--- src/design/mcg_pkg.sv ---
// Constants shared by the clock generation block
package mcg_pkg;

	// ****************************************************
	// Register map and trim register fields
	// ****************************************************
	localparam logic [7:0] TRIM_ADDR      = 8'h96;
	localparam int         RC_SELECT_BIT  = 7;
	localparam int         CLOCK_OUT_EN_BIT = 6;
	localparam int         TRIM_VALUE_MSB = 5;
	localparam logic [1:0] CTRL_RESET     = 2'h0; // Bits 7:6 after power-on

	// ****************************************************
	// Oscillator sources and crystal ranges
	// ****************************************************
	localparam logic [1:0] SRC_CRYSTAL  = 2'h0;
	localparam logic [1:0] SRC_EXTERNAL = 2'h1;
	localparam logic [1:0] SRC_RC       = 2'h2;
	localparam logic [1:0] SRC_WATCHDOG = 2'h3;
	localparam logic [1:0] RANGE_LOW    = 2'h0; // 20 kHz to 100 kHz
	localparam logic [1:0] RANGE_MEDIUM = 2'h1; // 100 kHz to 4 MHz
	localparam logic [1:0] RANGE_HIGH   = 2'h2; // 4 MHz to 12 MHz
	localparam int RANGE_LOW_MIN_KHZ    = 20;
	localparam int RANGE_MEDIUM_MIN_KHZ = 100;
	localparam int RANGE_HIGH_MIN_KHZ   = 4000;
	localparam int RANGE_HIGH_MAX_KHZ   = 12000;
	localparam int RC_NOMINAL_KHZ       = 7373;

	// ****************************************************
	// Timing
	// ****************************************************
	localparam int CLOCK_MHZ       = 100;
	localparam int WAKE_CRYSTAL    = 992; // Oscillator cycles
	localparam int WAKE_OTHER      = 224; // Oscillator cycles
	localparam int WAKE_MIN_US     = 60;
	localparam int WAKE_MIN_CYCLES = WAKE_MIN_US * CLOCK_MHZ;

	// Start-up sequence, one-hot
	typedef enum logic [2:0] {
		ST_OSC  = 3'b001,
		ST_TIME = 3'b010,
		ST_RUN  = 3'b100
	} mcg_wake_e;

endpackage : mcg_pkg

--- src/design/mcg_clock_gen.sv ---
// Oscillator selection, CPU clock division and clock output
// ****************************************************
// Overview of operation
// Pick one of four oscillator sources
// CPU clock comes from programmable divider
// Machine cycle spans two CPU clocks
// Peripheral clock is half CPU clock
// RC oscillator nominally 7.373 MHz
// Crystal offers low, medium, high ranges
// Clock output only without crystal use
// Clock output needs enable bit six
// Clock output toggles at half CPU
// Trim loaded only by power-on reset
// Software preserves other trim bits
// Software may disable output before idle
// Bit seven selects RC as source
// Low six bits tune RC frequency
// Divider divides by twice N, N=0 bypass
// Wake-up delay counts oscillator cycles first
// Source or divisor changes never glitch
// ****************************************************
`timescale 1ns/1ps
module mcg_clock_gen #(
	parameter int WAKE_WAIT = mcg_pkg::WAKE_MIN_CYCLES
) (
	input  wire logic       clock,           // 100 MHz system clock
	input  wire logic       reset,           // Any reset, synchronous
	input  wire logic       power_on_reset,  // Power-on only, synchronous
	input  wire logic [3:0] osc_inputs,      // Raw source clocks by code
	input  wire logic [1:0] config_source,   // Programmed source select
	input  wire logic [1:0] config_range,    // Programmed crystal range
	input  wire logic       rtc_on_crystal,  // RTC runs from crystal
	input  wire logic [5:0] factory_trim,    // Stored calibration value
	input  wire logic [7:0] divisor_in,      // CPU clock divisor N, level
	input  wire logic [7:0] sfr_addr,        // Register address
	input  wire logic [7:0] sfr_wdata,       // Register write data
	input  wire logic       sfr_write,       // Write strobe
	output logic [7:0]      sfr_rdata_ff,    // Read data, next cycle
	output logic            cpu_tick_ff,     // CPU clock tick
	output logic            machine_tick_ff, // Machine cycle tick
	output logic            periph_tick_ff,  // Peripheral clock tick
	output logic            clock_ready_ff,  // Wake-up delay done
	output logic [5:0]      rc_trim,         // RC oscillator tuning
	output logic [1:0]      crystal_range_ff, // Crystal amplifier range
	output logic            crystal_output_pin_ff, // Pin output value
	output logic            crystal_output_oe_ff   // Pin output enable
);

	// ****************************************************
	// Registers
	// ****************************************************
	logic [7:0]        trim_ff;
	logic [1:0]        source_ff;
	logic [1:0]        sel_ff;
	logic [3:0]        sync1_ff;
	logic [3:0]        sync2_ff;
	logic [3:0]        prev_ff;
	logic [12:0]       wake_cnt_ff;
	mcg_pkg::mcg_wake_e wake_ff;
	logic              phase_ff;
	logic              divider_tick;
	logic [1:0]        nxt_sel;
	logic              osc_tick;
	logic              out_allowed;
	logic              out_enable;
	logic [7:0]        divisor_in_ff;
	logic [7:0]        cpu_clock_divisor;

	// Oscillator cycles to wait before the fixed delay
	function automatic logic [12:0] wake_osc(input logic [1:0] src);
		return (src == mcg_pkg::SRC_CRYSTAL) ?
			13'(mcg_pkg::WAKE_CRYSTAL) : 13'(mcg_pkg::WAKE_OTHER);
	endfunction : wake_osc

	// ****************************************************
	// Trim register
	// ****************************************************
	// Of the resets only power-on reset touches it, so calibration survives other resets
	always_ff @(posedge clock) begin
		if (power_on_reset)
			trim_ff <= {mcg_pkg::CTRL_RESET, factory_trim};
		else if (sfr_write && sfr_addr == mcg_pkg::TRIM_ADDR)
			trim_ff <= sfr_wdata;
	end

	assign rc_trim = trim_ff[mcg_pkg::TRIM_VALUE_MSB:0];

	// Read returns the whole register so software can modify in place
	always_ff @(posedge clock) begin
		if (reset || power_on_reset)
			sfr_rdata_ff <= 8'h00;
		else if (sfr_addr == mcg_pkg::TRIM_ADDR)
			sfr_rdata_ff <= trim_ff;
		else
			sfr_rdata_ff <= 8'h00;
	end

	// ****************************************************
	// Configuration capture
	// ****************************************************
	// Programmed straps are taken while reset is held
	always_ff @(posedge clock) begin
		if (reset || power_on_reset) begin
			source_ff        <= config_source;
			crystal_range_ff <= config_range;
		end
	end

	// ****************************************************
	// Source selection
	// ****************************************************
	// Every source passes two flops before its edge is looked at
	always_ff @(posedge clock) begin
		if (reset || power_on_reset) begin
			sync1_ff <= 4'hF; // High, so an idle-high source
			sync2_ff <= 4'hF; // gives no false edge after reset
			prev_ff  <= 4'hF;
		end else begin
			sync1_ff <= osc_inputs;
			sync2_ff <= sync1_ff;
			prev_ff  <= sync2_ff;
		end
	end

	always_comb begin
		nxt_sel = trim_ff[mcg_pkg::RC_SELECT_BIT] ?
			mcg_pkg::SRC_RC : source_ff;
	end

	always_ff @(posedge clock) begin
		if (reset || power_on_reset)
			sel_ff <= config_source;
		else
			sel_ff <= nxt_sel;
	end

	assign osc_tick = sync2_ff[sel_ff] && !prev_ff[sel_ff];

	// ****************************************************
	// Wake-up delay
	// ****************************************************
	// Oscillator cycles first, then a fixed settling time
	always_ff @(posedge clock) begin
		if (reset || power_on_reset) begin
			wake_ff     <= mcg_pkg::ST_OSC;
			wake_cnt_ff <= '0;
		end else begin
			case (wake_ff)
			mcg_pkg::ST_OSC: begin
				if (osc_tick) begin
					if (wake_cnt_ff == wake_osc(sel_ff) - 13'd1) begin
						wake_ff     <= mcg_pkg::ST_TIME;
						wake_cnt_ff <= '0;
					end else
						wake_cnt_ff <= wake_cnt_ff + 13'd1;
				end
			end
			mcg_pkg::ST_TIME: begin
				if (wake_cnt_ff == 13'(WAKE_WAIT - 1))
					wake_ff <= mcg_pkg::ST_RUN;
				else
					wake_cnt_ff <= wake_cnt_ff + 13'd1;
			end
			mcg_pkg::ST_RUN:
				wake_ff <= mcg_pkg::ST_RUN;
			default:
				wake_ff <= mcg_pkg::ST_OSC;
			endcase
		end
	end

	always_ff @(posedge clock) begin
		if (reset || power_on_reset)
			clock_ready_ff <= 1'b0;
		else
			clock_ready_ff <= (wake_ff == mcg_pkg::ST_RUN);
	end

	// ****************************************************
	// CPU clock divider
	// ****************************************************
	// A source change restarts the period, trading one slow period for
	// the certainty of no truncated pulse
	mcg_divider #(
		.DIV_W (8)
	) u_divider (
		.clock       (clock),
		.reset       (reset || power_on_reset),
		.run         (wake_ff == mcg_pkg::ST_RUN && nxt_sel == sel_ff),
		.osc_tick    (osc_tick),
		.divisor     (cpu_clock_divisor),
		.cpu_tick_ff (divider_tick)
	);

	// Divisor comes from the CPU clock divisor register elsewhere
	assign cpu_clock_divisor = divisor_in_ff;
	always_ff @(posedge clock) begin
		if (reset || power_on_reset)
			divisor_in_ff <= 8'h00;
		else
			divisor_in_ff <= divisor_in;
	end

	// ****************************************************
	// Derived ticks
	// ****************************************************
	always_ff @(posedge clock) begin
		if (reset || power_on_reset) begin
			phase_ff        <= 1'b0;
			cpu_tick_ff     <= 1'b0;
			machine_tick_ff <= 1'b0;
			periph_tick_ff  <= 1'b0;
		end else begin
			phase_ff        <= divider_tick ? !phase_ff : phase_ff;
			cpu_tick_ff     <= divider_tick;
			machine_tick_ff <= divider_tick && phase_ff;
			periph_tick_ff  <= divider_tick && phase_ff;
		end
	end

	// ****************************************************
	// Clock output pin
	// ****************************************************
	assign out_allowed = sel_ff != mcg_pkg::SRC_CRYSTAL && !rtc_on_crystal;
	assign out_enable  = trim_ff[mcg_pkg::CLOCK_OUT_EN_BIT] && out_allowed;

	// Toggles once per CPU clock, so the pin runs at half that rate
	always_ff @(posedge clock) begin
		if (reset || power_on_reset || !out_enable) begin
			crystal_output_pin_ff <= 1'b0;
			crystal_output_oe_ff  <= 1'b0;
		end else begin
			crystal_output_oe_ff <= 1'b1;
			if (divider_tick)
				crystal_output_pin_ff <= !crystal_output_pin_ff;
		end
	end

	// ****************************************************
	// Checks
	// ****************************************************
	a_trim_por: assert property (@(posedge clock)
		power_on_reset |=> trim_ff == {mcg_pkg::CTRL_RESET, factory_trim})
		else $error("trim not loaded at power-on");
	a_trim_kept: assert property (@(posedge clock)
		reset && !power_on_reset && !sfr_write |=> $stable(trim_ff))
		else $error("trim changed by non power-on reset");
	a_rc_select: assert property (@(posedge clock)
		disable iff (reset || power_on_reset)
		trim_ff[mcg_pkg::RC_SELECT_BIT] |=> sel_ff == mcg_pkg::SRC_RC)
		else $error("rc select ignored");
	a_out_crystal: assert property (@(posedge clock)
		disable iff (reset || power_on_reset)
		sel_ff == mcg_pkg::SRC_CRYSTAL |=> !crystal_output_oe_ff)
		else $error("clock output while crystal in use");
	a_out_enable: assert property (@(posedge clock)
		disable iff (reset || power_on_reset)
		!trim_ff[mcg_pkg::CLOCK_OUT_EN_BIT] |=> !crystal_output_oe_ff)
		else $error("clock output without enable bit");
	a_out_toggle: assert property (@(posedge clock)
		disable iff (reset || power_on_reset)
		crystal_output_oe_ff && $past(crystal_output_oe_ff) && cpu_tick_ff
		|-> crystal_output_pin_ff != $past(crystal_output_pin_ff))
		else $error("clock output missed a toggle");
	a_machine_half: assert property (@(posedge clock)
		disable iff (reset || power_on_reset)
		machine_tick_ff |-> cpu_tick_ff)
		else $error("machine tick without cpu tick");
	a_wake_hold: assert property (@(posedge clock)
		disable iff (reset || power_on_reset)
		wake_ff != mcg_pkg::ST_RUN |=> !cpu_tick_ff)
		else $error("cpu clock ran during wake-up delay");
	a_read_trim: assert property (@(posedge clock)
		disable iff (reset || power_on_reset)
		sfr_addr == mcg_pkg::TRIM_ADDR && !sfr_write
		|=> sfr_rdata_ff == $past(trim_ff))
		else $error("trim read wrong");

	c_ready: cover property (@(posedge clock) clock_ready_ff);
	c_output: cover property (@(posedge clock) crystal_output_oe_ff);
	c_rc_switch: cover property (@(posedge clock)
		$rose(trim_ff[mcg_pkg::RC_SELECT_BIT]));
	c_machine: cover property (@(posedge clock) machine_tick_ff);

endmodule : mcg_clock_gen

--- src/design/mcg_divider.sv ---
// CPU clock divider producing one tick per CPU clock period
`timescale 1ns/1ps
module mcg_divider #(
	parameter int DIV_W = 8
) (
	input  wire logic             clock,     // System clock
	input  wire logic             reset,     // Synchronous, active high
	input  wire logic             run,       // Low restarts the period
	input  wire logic             osc_tick,  // One pulse per oscillator cycle
	input  wire logic [DIV_W-1:0] divisor,   // Requested divisor N
	output logic                  cpu_tick_ff // One pulse per CPU cycle
);

	logic [DIV_W:0]   count_ff;
	logic [DIV_W-1:0] div_ff;

	// Last count of a period: 2N-1, or 0 when N is zero
	function automatic logic [DIV_W:0] last_count(
		input logic [DIV_W-1:0] n
	);
		if (n == '0)
			return '0;
		return {n, 1'b0} - {{DIV_W{1'b0}}, 1'b1};
	endfunction : last_count

	// *************************************************
	// Period counter
	// *************************************************
	// Divisor is only adopted at a period end or restart so no short pulse appears
	always_ff @(posedge clock) begin
		if (reset || !run) begin
			count_ff    <= '0;
			div_ff      <= divisor;
			cpu_tick_ff <= 1'b0;
		end else if (osc_tick && count_ff == last_count(div_ff)) begin
			count_ff    <= '0;
			div_ff      <= divisor;
			cpu_tick_ff <= 1'b1;
		end else begin
			count_ff    <= osc_tick ? count_ff + 1'b1 : count_ff;
			cpu_tick_ff <= 1'b0;
		end
	end

	a_tick_spacing: assert property (@(posedge clock) disable iff (reset)
		cpu_tick_ff && div_ff != '0 |=> !cpu_tick_ff)
		else $error("cpu tick repeated with nonzero divisor");

endmodule : mcg_divider

--- config.mk ---
export PLATFORM = sky130hd
export DESIGN_NAME = mcg_clock_gen
export DESIGN_NICKNAME = d
export VERILOG_FILES = /design/src/design/mcg_pkg.sv /design/src/design/mcg_clock_gen.sv /design/src/design/mcg_divider.sv
export SDC_FILE = /design/constraint.sdc
export NUM_CORES = 1
export LEC_CHECK = 0
export BUFFER_PORTS_ARGS = -buffer_cell sky130_fd_sc_hd__buf_4
export CORE_MARGIN = 2
export CORE_UTILIZATION = 45
export CTS_CLUSTER_SIZE = 16
export DETAILED_ROUTE_END_ITERATION = 8
export GPL_TIMING_DRIVEN = 0
export HOLD_SLACK_MARGIN = 0.05
export PLACE_DENSITY = 0.67
export SYNTH_ARGS = -nofsm -noshare
export SYNTH_HDL_FRONTEND = slang
export SYNTH_HIERARCHICAL = 1
export SYNTH_SLANG_ARGS = --single-unit
--- constraint.sdc ---
create_clock -name clock -period 6.5 [get_ports clock]
set_input_delay 1.3 -clock clock [delete_from_list [all_inputs] [get_ports clock]]
set_output_delay 1.3 -clock clock [all_outputs]
set_load 0.1 [all_outputs]
* After elaboration in Yosys (flattened, before gate mapping) *
Cells that the tools add are included.

word-level totals
  register bits after elaboration = 82
  input port bits = 43
  output and inout bits = 22
  logic and storage cells = 91

operators by class
  add/subtract/negate cells = 4
  magnitude comparators = 1
  equal/unequal tests = 12
  multiplexer cells = 26
  bitwise operators = 1
  reduce and logical (&&, ||, !) cells = 26

operator list
  operator               count
  $mux 13                3
  $mux 9                 3
  $pmux 13 s2            1
  $mux 8                 2
  $add 13x1->13 const B  1
  $eq 13x13->1           1
  $eq 13x13->1 const B   1
  $mux 6                 2
  $sub 10x1->11 const B  1
  $mux 10                1
  $add 9x1->9 const B    1
  $eq 9x9->1             1
  $mux 3                 3
  $pmux 3 s3             1
  $sub 9x1->9 const B    1
  $eq 8x8->1 const B     1
  $logic_not 8->1        1
  $reduce_bool 2->1      4
  $logic_and 1x1->1      7
  $logic_not 1->1        6
  $mux 1                 6
  $ne 2x2->1 const B     3
  $reduce_and 3->1       2
  $bmux 1 s2             2
  11 further kinds       15

* Depth between registers and ports, before layout *
Gate-level depths: netlist of run 1.

  depth after elaboration = 12
  mapped depth = 9
  gate-level depth less buffers = 8

* Modules after synthesis *
The synthesis of run 1 kept the hierarchy.

modules (own cells, without submodules)
  module         times used  cells an instance  area an instance (sq um)  sequential area each (sq um)
  mcg_clock_gen  1           249                2557.5                    1381.3
  mcg_divider    1           103                983.4                     440.4

* Worst setup path before layout of run 1 *
No wires, ideal clock.

  path type = input to register
  start point = in power_on_reset
  end point = reg u_divider.div_ff[0], enable pin
  setup time = 0.334 ns
  arrival = 2.418 ns
  required time = 6.166 ns
  path slack = 3.748 ns
  stages on the path = 6
  path buffers = 2
  path through = nor2_1 > inv_1 > clkbuf_1 > clkbuf_1 > nor2b_1 > nand2b_1

on the way
  word-level cells in the longest chain between the ends = 3

RTL lines
  element                             RTL line              text
  start: declaration                  mcg_clock_gen.sv:28   input wire logic power_on_reset,
  $logic_or 1x1->1                    mcg_clock_gen.sv:188  .reset (reset || power_on_reset),
  $logic_or 1x1->1                    mcg_divider.sv:31     if (reset || !run) begin
  $reduce_bool 2->1 (no source line)  --
  end signal: assignment              mcg_divider.sv:33     div_ff <= divisor;
  end signal: assignment              mcg_divider.sv:37     div_ff <= divisor;
  end: declaration                    mcg_divider.sv:15     logic [DIV_W-1:0] div_ff;

Every way passes these cells.
A chain may end at the register's enable or synchronous reset.

* Worst setup path after layout of run 1 *
  start point = in power_on_reset
  end point = reg u_divider.count_ff[1]

on the way
  word-level cells in the longest chain between the ends = 3

RTL lines
  element                           RTL line              text
  $logic_or 1x1->1                  mcg_clock_gen.sv:188
  $logic_or 1x1->1                  mcg_divider.sv:31
  $reduce_or 2->1 (no source line)  --
  end signal: assignment            mcg_divider.sv:40     count_ff <= osc_tick ? count_ff + 1'b1 : count_ff;
  end: declaration                  mcg_divider.sv:14     logic [DIV_W:0] count_ff;

Every way passes these cells.

==> flow_metrics.tcl, run 1 <==
set metrics [dict create \
    cts_tree "built" \
    fillers 719 \
    place_ws_ps 2940 \
    worstSkewPairLatency_ps 350 \
    ant_nets 0 \
    design.core.area_um2 7690 \
    postSynthCellCount 352 \
    cp_data_required_time_ps 6770 \
    grt_pass1_vias 2578 \
    antenna_found_initial 0 \
    final_core_util 0.565 \
    routabilityCongestion 0.943 \
    final_nets 473 \
    diodes 0 \
    vias_per_cell 5.15 \
    powerDensity_nw_per_um2 233 \
    rsz0062_at_grt "no" \
    synthToLayoutAreaGrowth_pct 22.8 \
    vias 2751 \
    regArea_um2 1820 \
    min_period_ps 3140 \
    ys.flop_type "dfxtp_1" \
    grt_pass1_wl_um 11900 \
    hold_viol 0 \
    critical_path_class "primary input to flop" \
    clock_skew_ps 7.64 \
    cp.arrival_ps 3410 \
    path_cells "buf_4 -> nor2_1 -> inv_1 -> clkbuf_1 -> clkbuf_1 -> nor2b_1 -> clkbuf_1 -> nor3b_1" \
    cts-root-buf "clkbuf_8" \
    die_area_um2 8590 \
    wl_per_cell_um 13.4 \
    path_max_fanout 14 \
    finalSetupTns_ps 0 \
    max_freq_mhz 319 \
    yosys.cell_types.count 55 \
    status "completed" \
    dieWidth_um 92.7 \
    synth_area_per_cell_um2 10.1 \
    cp_common_cell "clkbuf_1" \
    leakage_nw 1.68 \
    htreeDepth 3 \
    slowest_stage "clkbuf_1" \
    startpoint_type "primary input" \
    overflow 0 \
    grt_max_degree 16 \
    power.total_w 0.00101 \
    synth-edff-count 18 \
    slew_headroom 0.505 \
    dpl.hpwl_um 5240 \
    async_flop_share 0 \
    netlist_area_um2 3540 \
    ir_drop_uv 138 \
    holdBufCountCts 0 \
    die_y_um 92.7 \
    ys_warn_count 6 \
    drv_cap 0 \
    grt_use_total 0.175 \
    cts_setup_buffers 0 \
    yosys_register_bits 82 \
    drt-pass1-iter-count 4 \
    wl_um 7180 \
    hold_path_class "flop to flop" \
    worst_slew_pin_slew_ps 742 \
    slew_viol_final 0 \
    drc 0 \
    cp-end-kind "flop" \
    drive_gt1_frac 0.250 \
    cts.path.max_buffers 2 \
    start_util 0.461 \
    cts_buffers 9 \
    core.rowCount 32 \
    setup_viol 0 \
    ioPinCount 65 \
    period_share 0.483 \
    drt-initial-drc-count 70 \
    synth_fp_nets 398 \
    synth_seq_area_share 0.514 \
    cts_sinks 82 \
    path_clk_slew_ps 80 \
    fin_ws_ps 3360 \
    critPathMaxStageDelay_ps 400 \
    place.port_buffers 64 \
    ctsResizeCount 0 \
    multi_input_area_um2 1570 \
]
power breakdown:
group          internal [W]  switching (W)  leakage (nW)
sequential         0.000533     0.00000735         0.714
combinational     0.0000449      0.0000644         0.862
clock              0.000176       0.000186         0.102
Yosys cell counts, drive strengths merged, types with 9 or more instances:
cell,instances,area share
dfxtp,64,0.36
or3,24,0.046
inv,9,0.0095
nor2,22,0.023
clkbuf,10,0.011
buf,10,0.021
edfxtp,18,0.15
nand3,15,0.021
and2,19,0.034
o21ai,9,0.013
nand2,33,0.036
xnor2,10,0.025
a21oi,15,0.021
nor3,9,0.013
cell type report:
class,count,share of cell area
inverters,9,0.00777
clock inverters,4,0.00720
plain buffers,20,0.0259
well taps,102,0.0294
multi-input cells,241,0.362
clock buffers,12,0.0383
flip-flops and latches,82,0.419
repair buffers,64,0.111
stage by stage:
stage                     instances  hold WS (ps)  area (um^2)
after floorplan                 352           384         3540
after global placement          518           386         4150
after detailed placement        518           391         4150
after CTS                       534           405         4350
after global routing            534           405         4350
final                           534           408         4350
critical path, delay by kind of cell:
kind                   cells  cell delay [ps]
buffers and inverters      5             1270
AND/OR/NAND/NOR            3              830
metal layers:
| metal | part of all wire | global-route usage | vias up |
|---|---|---|---|
| met5 | 0 | 0 | - |
| met4 | 0.014 | 0.0833 | 0 |
| met3 | 0.036 | 0.0293 | 10 |
| met2 | 0.49 | 0.296 | 58 |
| met1 | 0.46 | 0.217 | 1283 |
| li1 | - | - | 1400 |
kinds of logic after synthesis:
group | after synthesis | share of synthesized area
buffers and inverters | 29 | 0.0413
XOR/XNOR | 17 | 0.0420
adder cells (fa/ha/maj) | 3 | 0.0106
AO/OA/AOI/OAI | 48 | 0.0901
AND/OR/NAND/NOR | 161 | 0.262
flip-flops | 82 | 0.514
multiplexers | 12 | 0.0396
cell usage in the layout, fill, tap and decap left out, types with 3 or more instances in the layout:
cell type  count
a21oi_1       15
and2_1        19
and3_1         5
buf_4         72
clkbuf_1      11
clkbuf_8      10
dfxtp_1       64
edfxtp_1      18
ha_1           3
inv_1          9
mux2_2         6
mux2i_1        5
nand2_1       32
nand2b_1       4
nand3_1       15
nand4_1        3
nand4b_1       3
nor2_1        22
nor2b_1        6
nor3_1         9
o21ai_0        9
o22ai_1        6
o31ai_1        3
o32ai_1        3
or3_1         20
xnor2_1       10
xor2_1         7
flip-flops by register name, indices dropped and copies added, names as in the netlist, 3 cells and up:
signal / cells
wake_cnt_ff: 13
trim_ff: 8
sync1_ff: 4
u_divider/count_ff: 9
wake_ff: 3
cpu_clock_divisor: 8
prev_ff: 4
sync2_ff: 4
u_divider/div_ff: 8
sfr_rdata_ff: 8
final timing paths:
path | from | endpoint | slack, ps | cells past startpoint
hold / removal | cpu_clock_divisor[0] | u_divider/div_ff[0] | 410 | 0
setup / recovery | power_on_reset | u_divider/count_ff[1] | 3360 | 8
setup reg to reg | u_divider/div_ff[0] | u_divider/div_ff[5] | 3690 | 8
hold reg to reg | cpu_clock_divisor[0] | u_divider/div_ff[0] | 410 | 0
Note: power is estimated with default switching activity, not from simulation.
==> run 2, diff against run 1 <==
ABC_AREA = 1   (was unset)
PLACE_DENSITY = 0.66   (was 0.67)
clock period = 3.2 ns   (was 6.5 ns; I/O delays follow)
==> run 2 against run 1 <==
Synthesized cell count is 34% higher. Non-clock buffer count is 7 lower. Final cell count is 22% higher. Count of clock-buffer cells in the layout is 3 lower. Combinational power grew to 2.5 times the previous value. Power is 110% higher. Sequential share of layout area is 1.6 points lower. Critical path depth is 2 higher. Worst hold slack worse by 0.57 ps.
==> flow_metrics.tcl, run 2 <==
set metrics [dict create \
    status "completed" \
    cp_data_required_time_ps 3200 \
    yosys.cell_types.count 33 \
    worstSkewPairLatency_ps 350 \
    synth_commonest_cells "nand2_1, dfxtp_1, inv_1, nor2_1, nand3_1" \
    postSynthCellCount 470 \
    drive_gt1_frac 0.240 \
    grt_max_degree 18 \
    worst_slew_pin_slew_ps 727 \
    cts-root-buf "clkbuf_8" \
    power_switching_share 0.276 \
    wl_um 7400 \
    synth-edff-count 18 \
    yosysMostFrequentCell "nand2_1" \
    ys.flop_type "dfxtp_1" \
    synth_top_cell_area_share 0.345 \
    finalSetupTns_ps 0 \
    die_y_um 94.8 \
    max_freq_mhz 407 \
    routabilityCongestion 0.903 \
    intPower_w 0.00156 \
    design.core.area_um2 8090 \
    drv_cap 0 \
    top_regs "wake_cnt_ff x13, u_divider/count_ff x9" \
    layout_common_cells "nand2_1, buf_4, dfxtp_1" \
    place.port_buffers 63 \
    drt-initial-drc-count 73 \
    synth_area_per_cell_um2 7.89 \
    start_util 0.458 \
    cts_buffers 9 \
    cp-end-kind "flop" \
    htreeDepth 3 \
    antenna_found_initial 0 \
    synth_area_leaders "dfxtp_1, edfxtp_1, nand2_1" \
    netlist_area_um2 3710 \
    vias_per_cell 4.66 \
    grt_busiest_layer "met2" \
    ioPinCount 65 \
    cts_setup_buffers 0 \
    synth_top_cell_by_area "dfxtp_1" \
    rsz0062_at_grt "no" \
    power.total_w 0.00215 \
    overflow 0 \
    cts_sinks 82 \
    dpl.hpwl_um 5630 \
    holdBufCountCts 0 \
    switching_power_w 0.000593 \
    cts.path.max_buffers 2 \
    diodes 0 \
    grt_use_total 0.180 \
    wl_per_cell_um 11.3 \
    ant_nets 0 \
    slew_viol_final 0 \
    synth_fp_nets 516 \
    hold_path_class "flop to flop" \
    cp.arrival_ps 2460 \
    ys_warn_count 6 \
    yosys_register_bits 82 \
    r2r_slack_ps 740 \
    vias 3045 \
    path_clk_slew_ps 80 \
    p_clk_frac 0.361 \
    async_flop_share 0 \
    sequentialPowerShare 0.511 \
    clock_skew_ps 15.9 \
    use_met3 0.0423 \
    largest_register_ffs 13 \
    final_nets 590 \
    pwr-share-comb 0.129 \
    grtUsageMet1 0.212 \
    setup_viol 0 \
    synth_seq_area_share 0.491 \
    powerDensity_nw_per_um2 476 \
    layout_commonest_cell "nand2_1" \
    cts_tree "built" \
    critical_path_class "flop to flop" \
    startpoint_type "flop" \
    dieWidth_um 94.8 \
    synthToLayoutAreaGrowth_pct 21.9 \
    drc 0 \
    ctsResizeCount 0 \
    path_max_fanout 17 \
    core.rowCount 33 \
    drt-pass1-iter-count 4 \
    grt_pass1_wl_um 12600 \
    grt_pass1_vias 2963 \
    ir_drop_uv 286 \
    largest-register "wake_cnt_ff" \
    leakage_nw 2.03 \
    use_met2 0.314 \
    slew_headroom 0.516 \
    min_period_ps 2460 \
    hold_viol 0 \
    die_area_um2 8990 \
    period_share 0.769 \
]
## run 2: changes by cell type in the layout (fill, tap and decap cells not counted), sizes merged, moves of 7 or more
cell,previous run,this run
and2,19,0
clkbuf,22,10
inv,11,70
nand2,33,126
nand3,15,40
nor2,22,66
or2,2,14
or3,24,0
xnor2,10,2
xor2,7,14
## run 2: worst paths after layout
path,startpoint,end,depth (start not counted)
setup / recovery,u_divider/div_ff[0],u_divider/div_ff[1],10
hold / removal,cpu_clock_divisor[0],u_divider/div_ff[0],0
setup reg to reg,u_divider/div_ff[0],u_divider/div_ff[1],10
hold reg to reg,cpu_clock_divisor[0],u_divider/div_ff[0],0
## run 2: worst max-delay path, cell delays in order, from the launching register on
cell	delay, ps
edfxtp_1	360
inv_1	190
ha_1	280
nand2_1	70
nor2_1	230
nand2_2	170
nand2_1	90
nand3_1	70
nor2_1	130
nand3_2	110
o21bai_4	400
## run 2: final cells by class
| class | count | area (um^2) |
|---|---|---|
| inverters | 66 | 248 |
| fillers | 793 | 3570 |
| clock buffers | 9 | 124 |
| multi-input cells | 308 | 1550 |
| well taps | 105 | 131 |
| repair buffers | 63 | 473 |
| plain buffers | 14 | 92.6 |
| clock inverters | 7 | 83.8 |
| flip-flops and latches | 82 | 1820 |
## run 2: metrics by stage
step,area [um^2],setup WS (ps),instances,util,hold WS (ps)
after floorplan,3710,1130,470,-,386
after global placement,4310,721,638,0.533,388
after CTS,4520,712,654,0.559,411
after global routing,4520,488,654,0.559,417
final,4520,740,654,0.559,407
after detailed placement,4310,673,638,0.533,389
## run 2: logic make-up after synthesis
kind of cell,count (synthesis),synth area share
buffers and inverters,80,0.0917
adders and majority gates,3,0.0101
AOI/OAI and AO/OA,17,0.0290
xor gates and xnor gates,16,0.0378
DFF,82,0.491
and+or+nand+nor,272,0.340
## run 2: power groups by stage
stage / combinational (W) / clock (W) / sequential [W]
floorplan: 0.000178 / 0 / 0.00114
global placement: 0.000274 / 0 / 0.00112
detailed placement: 0.000278 / 0 / 0.00112
CTS: 0.000279 / 0.000795 / 0.00110
global route: 0.000305 / 0.000836 / 0.00110
finish: 0.000277 / 0.000776 / 0.00110
## run 2: per-layer routing
metal / up-vias / part of all wire
li1: 1611 / -
met2: 62 / 0.49
met3: 13 / 0.047
met5: - / 0
met4: 0 / 0.019
met1: 1359 / 0.45
==> run 3, diff against run 2 <==
ABC_AREA = 0   (was 1)
PLACE_DENSITY = 0.67   (was 0.66)
clock period = 2.6 ns   (was 3.2 ns; I/O delays follow)
==> run 3 against run 2 <==
Sequential power increased by 23%. Sequential cell count unchanged. Critical path type unchanged. Largest power group unchanged. Die area decreased by 4.4%. First-iteration DRC count decreased by 1.4%. Largest cell class unchanged. Sequential share of layout area increased by 0.65 points. Core utilization increased by 2.0 points. Critical endpoint is now u_divider/div_ff[5]. Design area decreased by 1.6%.
==> flow_metrics.tcl, run 3 (synthesized netlist as in run 1, its figures left out) <==
set metrics [dict create \
    worstSkewPairLatency_ps 350 \
    layout_commonest_cell "buf_4" \
    grt_use_total 0.176 \
    slew_headroom 0.652 \
    place_area_um2 4150 \
    layout_common_cells "buf_4, dfxtp_1, nand2_1" \
    grt_pass1_wl_um 11900 \
    hold_end "crystal_range_ff[0]" \
    period_share 0.981 \
    drc 0 \
    largest_register_ffs 13 \
    min_from "config_range[0]" \
    status "completed" \
    cp-end-kind "flop" \
    cts-root-buf "clkbuf_8" \
    max_freq_mhz 392 \
    multi_input_area_um2 1650 \
    numPlacedInstances 518 \
    overflow 0 \
    antenna_found_initial 0 \
    cts_tree "built" \
    clock_skew_ps 9.96 \
    hold_path_depth 1 \
    place.port_buffers 64 \
    drt-initial-drc-count 72 \
    die_area_um2 8590 \
    reg2reg_to "u_divider/div_ff[5]" \
    cp_data_required_time_ps 2650 \
    r2r.worst_path.cells 6 \
    drt-pass1-iter-count 4 \
    final_cells 537 \
    start_util 0.461 \
    diodes 0 \
    holdWs_ps 338 \
    worst_slew_pin_slew_ps 520 \
    startpoint_type "flop" \
    final_nets 476 \
    ant_nets 0 \
    routabilityCongestion 0.943 \
    vias_per_cell 5.17 \
    regArea_um2 1820 \
    slew_viol_final 0 \
    ir_drop_uv 344 \
    htreeDepth 3 \
    wl_um 7390 \
    rsz0062_at_grt "yes" \
    design.core.area_um2 7690 \
    path_max_fanout 8 \
    min_period_ps 2550 \
    path_clk_slew_ps 90 \
    final_core_util 0.579 \
    critical_path_class "flop to flop" \
    powerDensity_nw_per_um2 574 \
    grt_pass1_vias 2567 \
    dieWidth_um 92.7 \
    r2r_slack_ps 50 \
    leakage_nw 1.72 \
    largest-register "wake_cnt_ff" \
    cts_buffers 9 \
    cp.arrival_ps 2610 \
    vias 2774 \
    drive_gt1_frac 0.285 \
    die_y_um 92.7 \
    fillers 708 \
    cts_sinks 82 \
    drv_cap 0 \
    top_regs "wake_cnt_ff x13, u_divider/count_ff x9" \
    r2r-start "u_divider/div_ff[4]" \
    wl_per_cell_um 13.8 \
    setup_viol 0 \
    grt_max_degree 16 \
    dpl.hpwl_um 5240 \
    core.rowCount 32 \
    synthToLayoutAreaGrowth_pct 25.7 \
    hold_path_class "primary input to flop" \
    ioPinCount 65 \
    hold_viol 0 \
    postLayoutCellArea_um2 4450 \
    cts.path.max_buffers 2 \
    holdBufCountCts 0 \
]
[run 3: worst max-delay path by stage]
stage / startpoint / end / cells after the start
detailed placement: u_divider/div_ff[0] / u_divider/div_ff[4] / 8
finish: u_divider/div_ff[4] / u_divider/div_ff[5] / 6
global route: u_divider/div_ff[0] / u_divider/div_ff[5] / 8
CTS: u_divider/div_ff[0] / u_divider/div_ff[4] / 8
floorplan: u_divider/div_ff[0] / u_divider/div_ff[0] / 8
global placement: u_divider/div_ff[0] / u_divider/div_ff[4] / 8
[run 3: routing by layer]
layer | up-vias | share of wire | global-route usage | wire length [um]
met5 | - | 0 | 0 | 0
met4 | 0 | 0.014 | 0.0833 | 104
met3 | 9 | 0.036 | 0.0293 | 268
met2 | 50 | 0.50 | 0.298 | 3700
met1 | 1312 | 0.45 | 0.218 | 3320
li1 | 1403 | - | - | -
[run 3: final cells by class]
| type | instances | area share |
|---|---|---|
| Sequential cell | 82 | 0.409 |
| Multi-Input combinational cell | 241 | 0.371 |
| Timing Repair Buffer | 67 | 0.113 |
| Clock buffer | 12 | 0.0374 |
| Tap cell | 102 | 0.0287 |
| Buffer | 20 | 0.0259 |
| Inverter | 9 | 0.00759 |
| Clock inverter | 4 | 0.00703 |
[run 3: power by group]
group          leakage [nW]  switching (W)  internal (W)
combinational         0.899       0.000171      0.000126
sequential            0.714      0.0000184       0.00133
clock                 0.102       0.000468      0.000439
total                  1.72       0.000657       0.00190
[run 3: repair_timing]
item / CTS / global route
endpoints found under the setup margin: 8 / 18
cloned: 0 / 0
gates resized for setup: 5 / 15
buffers inserted: 0 / 3
pin swaps: 1 / 4
[run 3: critical path: stages, from the launching register on]
cell and delay [ps]:
edfxtp_1 440, or3_4 440, or3b_4 390, and3_1 180
nand4bb_4 230, nor4_4 330, nand2b_4 240
[run 3: metrics by stage]
step | setup WS [ps] | total power (W) | setup TNS (ps)
2_1_floorplan | 101 | 0.00156 | 0
3_3_place_gp | -197 | 0.00165 | -2590
3_5_place_dp | -211 | 0.00166 | -3050
4_1_cts | 2.43 | 0.00256 | 0
5_1_grt | -37.4 | 0.00265 | -280
6_report | 48.6 | 0.00255 | 0
